$ cat config.mk
export PLATFORM = sky130hd
export DESIGN_NAME = fwsif_flags
export DESIGN_NICKNAME = d
export VERILOG_FILES = /design/src/hdl/fwsif_pkg.sv /design/src/hdl/fwsif_flags.sv
export SDC_FILE = /design/constraint.sdc
export NUM_CORES = 1
export LEC_CHECK = 0
export ABC_AREA = 1
export BUFFER_PORTS_ARGS = -buffer_cell sky130_fd_sc_hd__buf_4
export CAP_MARGIN = 20
export CORE_ASPECT_RATIO = 1.4
export CORE_UTILIZATION = 60
export CTS_BUF_LIST = sky130_fd_sc_hd__clkbuf_8
export DETAILED_ROUTE_END_ITERATION = 16
export HOLD_SLACK_MARGIN = 0.08
export PLACE_DENSITY = 0.84
export SYNTH_ARGS = -nofsm -noshare
export SYNTH_HDL_FRONTEND = slang
export SYNTH_SLANG_ARGS = --single-unit
$ cat constraint.sdc
create_clock -name mclk_i -period 2.5 [get_ports mclk_i]
set_input_delay 0.5 -clock mclk_i [delete_from_list [all_inputs] [get_ports mclk_i]]
set_output_delay 0.5 -clock mclk_i [all_outputs]
set_load 0.005 [all_outputs]
$ cat src/hdl/fwsif_pkg.sv
// Package of offsets, field positions and reset values for the fault, wake and supply flags
//------------------------------------------------------------
// Notes on behaviour
// - Bus dominant timeout sets source1 bit 7.
// - Data pins short sets source1 bit 6.
// - Transmit stuck dominant sets bit 4; bit 5 reserved.
// - CANL to supply bit 3, ground bit 2.
// - CANH to ground bit 1, supply bit 0.
// - Temperature recovery sets source2 bit 3; upper reserved.
// - Temperature warning sets source2 bit 2.
// - Local wake pin event sets source2 bit 1.
// - Remote bus wake sets source2 bit 0.
// - Regulator 3 good bit 7, undervoltage bit 6.
// - Regulator 2 good bit 5, undervoltage bit 4.
// - Five volt good bit 3, undervoltage bit 2.
// - Battery good bit 1, undervoltage bit 0.
// - Live bus faults readable at same positions.
// - Recovery 140 status in thermal bit 1.
// - Warning 160 status in thermal bit 0.
// - Summary bits flag pending source registers.
//------------------------------------------------------------
package fwsif_pkg;
    localparam logic [7:0] FWSIF_ADDR_SUMMARY = 8'h07;
    localparam logic [7:0] FWSIF_ADDR_SRC_BUS = 8'h08;
    localparam logic [7:0] FWSIF_ADDR_SRC_WAKE = 8'h09;
    localparam logic [7:0] FWSIF_ADDR_SRC_SUPPLY = 8'h0a;
    localparam logic [7:0] FWSIF_ADDR_RESERVED = 8'h0b;
    localparam logic [7:0] FWSIF_ADDR_BUS_STATUS = 8'h0c;
    localparam logic [7:0] FWSIF_ADDR_THERMAL = 8'h0d;
    localparam logic [7:0] FWSIF_ADDR_SUPPLY_STATUS = 8'h0e;
    localparam logic [7:0] FWSIF_RESET_VALUE = 8'h00;
    // Implemented bits: bus source omits bit 5, wake source bits 3..0
    localparam logic [7:0] FWSIF_MASK_BUS = 8'hdf;
    localparam logic [7:0] FWSIF_MASK_WAKE = 8'h0f;
    localparam logic [7:0] FWSIF_MASK_SUPPLY = 8'hff;
    localparam logic [7:0] FWSIF_MASK_THERMAL = 8'h03;
    localparam int FWSIF_BIT_RECOVERY = 3;
    localparam int FWSIF_BIT_WARNING = 2;
    localparam int FWSIF_BIT_LOCAL_WAKE = 1;
    localparam int FWSIF_BIT_REMOTE_WAKE = 0;
    localparam int FWSIF_TH_RECOVERY = 1;
    localparam int FWSIF_TH_WARNING = 0;
    localparam int FWSIF_SUM_BUS = 0;
    localparam int FWSIF_SUM_WAKE = 1;
    localparam int FWSIF_SUM_SUPPLY = 2;
endpackage : fwsif_pkg

$ cat src/hdl/fwsif_flags.sv
// Interrupt source, summary and live status registers of the fault, wake and supply block
`timescale 1ns/10ps
module fwsif_flags
    import fwsif_pkg::*;
(
    // Clock and battery power-on reset
    input wire logic mclk_i,
    input wire logic rst_n_i,
    // Register port from the serial control interface
    input wire logic [7:0] reg_addr_i,
    input wire logic reg_wr_i,
    input wire logic [7:0] reg_wdata_i,
    output logic [7:0] reg_rdata_o,
    // Live bus fault conditions (bits 7,6,4..0; bit 5 ignored)
    input wire logic [7:0] bus_fault_i,
    // Thermal monitor levels
    input wire logic thermal_recovery_i,
    input wire logic thermal_warning_i,
    // Wake events
    input wire logic local_wake_i,
    input wire logic remote_wake_i,
    // Supply flags: {reg3 good, reg3 uv, reg2 good, reg2 uv, 5V good, 5V uv, batt good, batt uv}
    input wire logic [7:0] supply_flag_i,
    // Interrupt toward the host
    output logic host_irq_n_o
);
    // ------------------------------------------------------------
    // Input synchronisers
    // ------------------------------------------------------------
    logic [19:0] sync1;
    logic [19:0] sync2;
    logic [19:0] prev;
    logic [19:0] next_sync1;
    logic [19:0] next_sync2;
    logic [19:0] next_prev;

    always_comb begin
        next_sync1 = {supply_flag_i, local_wake_i, remote_wake_i, thermal_recovery_i,
                      thermal_warning_i, bus_fault_i};
        next_sync2 = sync1;
        next_prev = sync2;
    end

    always_ff @(posedge mclk_i or negedge rst_n_i) begin
        if (!rst_n_i) begin
            sync1 <= '0;
            sync2 <= '0;
            prev <= '0;
        end else begin
            sync1 <= next_sync1;
            sync2 <= next_sync2;
            prev <= next_prev;
        end
    end

    logic [7:0] bus_live;
    logic [7:0] supply_live;
    logic [7:0] supply_prev;
    logic th_warn;
    logic th_recv;
    logic th_warn_prev;
    logic th_recv_prev;
    logic lwake;
    logic rwake;
    logic lwake_prev;
    logic rwake_prev;

    assign bus_live = sync2[7:0] & FWSIF_MASK_BUS;
    assign th_warn = sync2[8];
    assign th_recv = sync2[9];
    assign rwake = sync2[10];
    assign lwake = sync2[11];
    assign supply_live = sync2[19:12];
    assign th_warn_prev = prev[8];
    assign th_recv_prev = prev[9];
    assign rwake_prev = prev[10];
    assign lwake_prev = prev[11];
    assign supply_prev = prev[19:12];

    // ------------------------------------------------------------
    // Event capture
    // ------------------------------------------------------------
    logic [7:0] bus_set;
    logic [7:0] wake_set;
    logic [7:0] supply_set;

    always_comb begin
        // Bus faults latch while the fault is present
        bus_set = bus_live;
        wake_set = 8'h00;
        wake_set[FWSIF_BIT_RECOVERY] = th_recv & ~th_recv_prev;
        wake_set[FWSIF_BIT_WARNING] = th_warn & ~th_warn_prev;
        wake_set[FWSIF_BIT_LOCAL_WAKE] = lwake & ~lwake_prev;
        wake_set[FWSIF_BIT_REMOTE_WAKE] = rwake & ~rwake_prev;
        // Supply interrupts fire when a flag becomes set
        supply_set = supply_live & ~supply_prev & FWSIF_MASK_SUPPLY;
    end

    // ------------------------------------------------------------
    // Source registers
    // ------------------------------------------------------------
    logic [7:0] bus_fault_interrupt_source;
    logic [7:0] wake_temp_interrupt_source;
    logic [7:0] supply_interrupt_source;
    logic [7:0] next_bus_src;
    logic [7:0] next_wake_src;
    logic [7:0] next_supply_src;

    always_comb begin
        next_bus_src = bus_fault_interrupt_source;
        next_wake_src = wake_temp_interrupt_source;
        next_supply_src = supply_interrupt_source;
        // Writing zero clears a bit, writing one leaves it
        if (reg_wr_i && reg_addr_i == FWSIF_ADDR_SRC_BUS) begin
            next_bus_src = next_bus_src & reg_wdata_i;
        end else if (reg_wr_i && reg_addr_i == FWSIF_ADDR_SRC_WAKE) begin
            next_wake_src = next_wake_src & reg_wdata_i;
        end else if (reg_wr_i && reg_addr_i == FWSIF_ADDR_SRC_SUPPLY) begin
            next_supply_src = next_supply_src & reg_wdata_i;
        end
        // A new event wins over a clear in the same cycle
        next_bus_src = (next_bus_src | bus_set) & FWSIF_MASK_BUS;
        next_wake_src = (next_wake_src | wake_set) & FWSIF_MASK_WAKE;
        next_supply_src = (next_supply_src | supply_set) & FWSIF_MASK_SUPPLY;
    end

    always_ff @(posedge mclk_i or negedge rst_n_i) begin
        if (!rst_n_i) begin
            bus_fault_interrupt_source <= FWSIF_RESET_VALUE;
            wake_temp_interrupt_source <= FWSIF_RESET_VALUE;
            supply_interrupt_source <= FWSIF_RESET_VALUE;
        end else begin
            bus_fault_interrupt_source <= next_bus_src;
            wake_temp_interrupt_source <= next_wake_src;
            supply_interrupt_source <= next_supply_src;
        end
    end

    // ------------------------------------------------------------
    // Summary, live status and read data
    // ------------------------------------------------------------
    logic [7:0] summary;
    logic [7:0] thermal_live_status;
    logic [7:0] bus_fault_live_status;
    logic [7:0] next_rdata;
    logic next_irq_n;

    always_comb begin
        summary = 8'h00;
        summary[FWSIF_SUM_BUS] = |bus_fault_interrupt_source;
        summary[FWSIF_SUM_WAKE] = |wake_temp_interrupt_source;
        summary[FWSIF_SUM_SUPPLY] = |supply_interrupt_source;
        thermal_live_status = 8'h00;
        thermal_live_status[FWSIF_TH_RECOVERY] = th_recv;
        thermal_live_status[FWSIF_TH_WARNING] = th_warn;
        bus_fault_live_status = bus_live;
        next_irq_n = ~(|summary);
    end

    always_comb begin
        if (reg_addr_i == FWSIF_ADDR_SUMMARY) begin
            next_rdata = summary;
        end else if (reg_addr_i == FWSIF_ADDR_SRC_BUS) begin
            next_rdata = bus_fault_interrupt_source;
        end else if (reg_addr_i == FWSIF_ADDR_SRC_WAKE) begin
            next_rdata = wake_temp_interrupt_source;
        end else if (reg_addr_i == FWSIF_ADDR_SRC_SUPPLY) begin
            next_rdata = supply_interrupt_source;
        end else if (reg_addr_i == FWSIF_ADDR_BUS_STATUS) begin
            next_rdata = bus_fault_live_status;
        end else if (reg_addr_i == FWSIF_ADDR_THERMAL) begin
            next_rdata = thermal_live_status;
        end else if (reg_addr_i == FWSIF_ADDR_SUPPLY_STATUS) begin
            // Supply status follows; its top bit is regulator 3 good
            next_rdata = supply_live;
        end else begin
            next_rdata = 8'h00;
        end
    end

    always_ff @(posedge mclk_i or negedge rst_n_i) begin
        if (!rst_n_i) begin
            reg_rdata_o <= FWSIF_RESET_VALUE;
            host_irq_n_o <= 1'b1;
        end else begin
            reg_rdata_o <= next_rdata;
            host_irq_n_o <= next_irq_n;
        end
    end
endmodule : fwsif_flags

==> impl_metrics.env <==
export IMPL_drtAntennaViolNets=0
export IMPL_rsz0062_at_grt="no"
export IMPL_rr_worst_depth=4
export IMPL_synth_area_leader_cell="dfrtp_1"
export IMPL_num_vias=1987
export IMPL_worstPathMaxFanout=1
export IMPL_row_count=29
export IMPL_drv_cap=0
export IMPL_worst_slew_pin_slew_ns=0.397
export IMPL_leakage_nw=1.75
export IMPL_synth_top_area_share_pct=67.5
export IMPL_ctsResizeCount=0
export IMPL_max_freq_ghz=0.686
export IMPL_cts_hold_buf=0
export IMPL_cellPowerDensity_mw_per_mm2=684
export IMPL_stdcell_count=381
export IMPL_cts_htree_levels=3
export IMPL_netlist_instances=256
export IMPL_netlist_cell_type_count=23
export IMPL_synthTopCellsByArea="dfrtp_1 67%, nand2_1 5.1%, inv_1 4.6%, nand3_1 3.5%, o21ai_0 3.2%"
export IMPL_required_ns=2.00
export IMPL_layout_nets=353
export IMPL_initialDrtViolationCount=113
export IMPL_cp_top_family="flip-flops"
export IMPL_peakVddDrop_mv=0.865
export IMPL_crit_path_cell_trace="buf_4"
export IMPL_dp_cells=365
export IMPL_hold_viol=0
export IMPL_post_route_drc_count=0
export IMPL_avgSynthCellArea_um2=11.2
export IMPL_critPathKind="flip-flop to primary output"
export IMPL_period_needed_ns=1.46
export IMPL_cts_setup_buffers=0
export IMPL_path_buf_inv=1
export IMPL_wire_per_inst_um=14.8
export IMPL_root_buffer="clkbuf_8"
export IMPL_area_growth_pct=22.7
export IMPL_slew_violations=0
export IMPL_synth_area_mm2=0.00286
export IMPL_clock_sinks=78
export IMPL_antenna_found_initial=0
export IMPL_cpPeakStageDelay_ns=0.52
export IMPL_fin_tns_setup_ns=0
export IMPL_coreArea_mm2=0.00454
export IMPL_setup_violations_final=0
export IMPL_hp_class="input port to async pin"
export IMPL_yosys_warnings=0
export IMPL_wirelength_um=5640
export IMPL_grt_overflow_total=0
export IMPL_track_usage_pct=26.3
export IMPL_crit_reg2reg_launch="bus_fault_interrupt_source[4]"
export IMPL_grt_max_degree=79
export IMPL_cp_data_arrival_time_ns=0.96
export IMPL_io_buffers=46
export IMPL_path_depth=1
export IMPL_antenna_cells=0
export IMPL_synth_nets=295
export IMPL_relSlewSlack_pct=73.6
export IMPL_synth_seq_area_share_pct=68.4
export IMPL_post_dp_hpwl_um=3810
export IMPL_slowest_stage="dfstp_2"
export IMPL_end_kind="primary output"
export IMPL_ios=48
export IMPL_start_kind="flip-flop"
export IMPL_status="finished clean"
export IMPL_path_clk_slew_ns=0.08
export IMPL_grt_pass1_wl_um=9290
export IMPL_first_global_vias=2045
export IMPL_cts_tree="done"
export IMPL_die_w_um=60.3
export IMPL_synth_seq_cells=78
export IMPL_fin_skew_ns=0.00722
export IMPL_dieHeight_um=83.6
export IMPL_crit_start="host_irq_n_o"
export IMPL_gp_congestion=0.979
export IMPL_cts_buffers=9
export IMPL_die_area_mm2=0.00504
export IMPL_clock_latency_ns=0.35
export IMPL_vias_per_cell=5.22
export IMPL_drtPass1Iterations=4
export IMPL_drive_gt1_share_pct=27.3
export IMPL_period_share_pct=58.3
export IMPL_cts_max_path_buffers=2
export IMPL_initial_core_util_pct=63.0
[final cells by class]
cell class / instances / area (um2)
fill: 292 / 1030
clock inverter: 7 / 81.3
tap: 62 / 77.6
timing repair buffer: 48 / 373
clock buffer: 9 / 124
sequential: 78 / 1950
inverter: 36 / 143
multi-input combinational: 141 / 752
[cell families (layout without fill, tap and decap cells)]
logic type / Yosys count / count (layout) / synth area share, %
buf+inv: 37 / 100 / 5.26
flops: 78 / 78 / 68.4
compound gates: 35 / 35 / 7.10
simple gates: 106 / 106 / 19.2
[metal layers]
metal / up-vias / routed length [um] / track usage (%)
li1: 935 / - / -
met1: 950 / 2200 / 32.3
met2: 85 / 2940 / 41.7
met3: 17 / 286 / 5.89
met4: 0 / 217 / 14.8
met5: - / 0 / 0
[stage by stage]
step | total power, W | setup WS, ns | area, um2 | hold WS [ns] | util, %
3_5_place_dp | 0.00147 | 0.789 | 3300 | 0.335 | 72.7
4_1_cts | 0.00241 | 1.03 | 3500 | 0.171 | 77.2
6_report | 0.00240 | 1.04 | 3500 | 0.148 | 77.2
2_1_floorplan | 0.00137 | 1.15 | 2860 | 0.204 | -
5_1_grt | 0.00248 | 1.01 | 3500 | 0.174 | 77.2
3_3_place_gp | 0.00146 | 0.868 | 3300 | 0.331 | 72.7
[placed cells by master (no fill, tap or decap), types with 2 or more instances in the layout]
cell / instances
buf_4: 47
o21ai_1: 8
nor2_1: 18
nor2_2: 5
nand2_1: 39
o21bai_1: 2
nand2_4: 3
inv_1: 35
o21ai_2: 5
clkbuf_8: 9
nand2_2: 4
nor3_1: 7
nor3_4: 2
inv_6: 2
o21ai_0: 18
inv_8: 2
dfrtp_1: 77
nand3_1: 20
nand4_1: 5
clkinvlp_4: 3
[synth_stat cells]
library cell  number
nand3_1           20
a21oi_1            1
inv_1             35
o21ai_2            5
inv_8              1
buf_4              1
or2_0              1
nand2_8            1
nor2_8             1
o21ai_1            8
nor2_1            18
nor3_4             2
nand2_4            3
nand2_1           39
dfrtp_1           77
nand4_1            5
dfstp_2            1
nor2_2             5
o21bai_1           2
nor3_1             7
o21ai_0           18
nand2_2            4
o2111ai_1          1
[registers in the layout, indices dropped and copies added, names as in the netlist]
name                        cells
bus_fault_interrupt_source      7
host_irq_n_o                    1
prev                           12
wake_temp_interrupt_source      4
next_prev                      19
supply_interrupt_source         8
reg_rdata_o                     8
next_sync2                     19
[final timing paths]
kind	to	slack, ns
min in group mclk_i	next_sync2[10]	0.25
max in group asynchronous	host_irq_n_o	1.99
worst min-delay path	next_prev[15]	0.15
worst max-delay path	host_irq_n_o	1.04
worst min register to register	next_prev[17]	0.35
worst max register to register	reg_rdata_o[0]	1.34
[power breakdown]
part           leakage [nW]  switching [W]  total [W]  internal (W)
sequential            0.871      0.0000186    0.00132       0.00130
combinational         0.787      0.0000684   0.000121     0.0000521
clock                0.0944       0.000480   0.000955      0.000474
No activity file was read; power rests on OpenSTA's default activity.
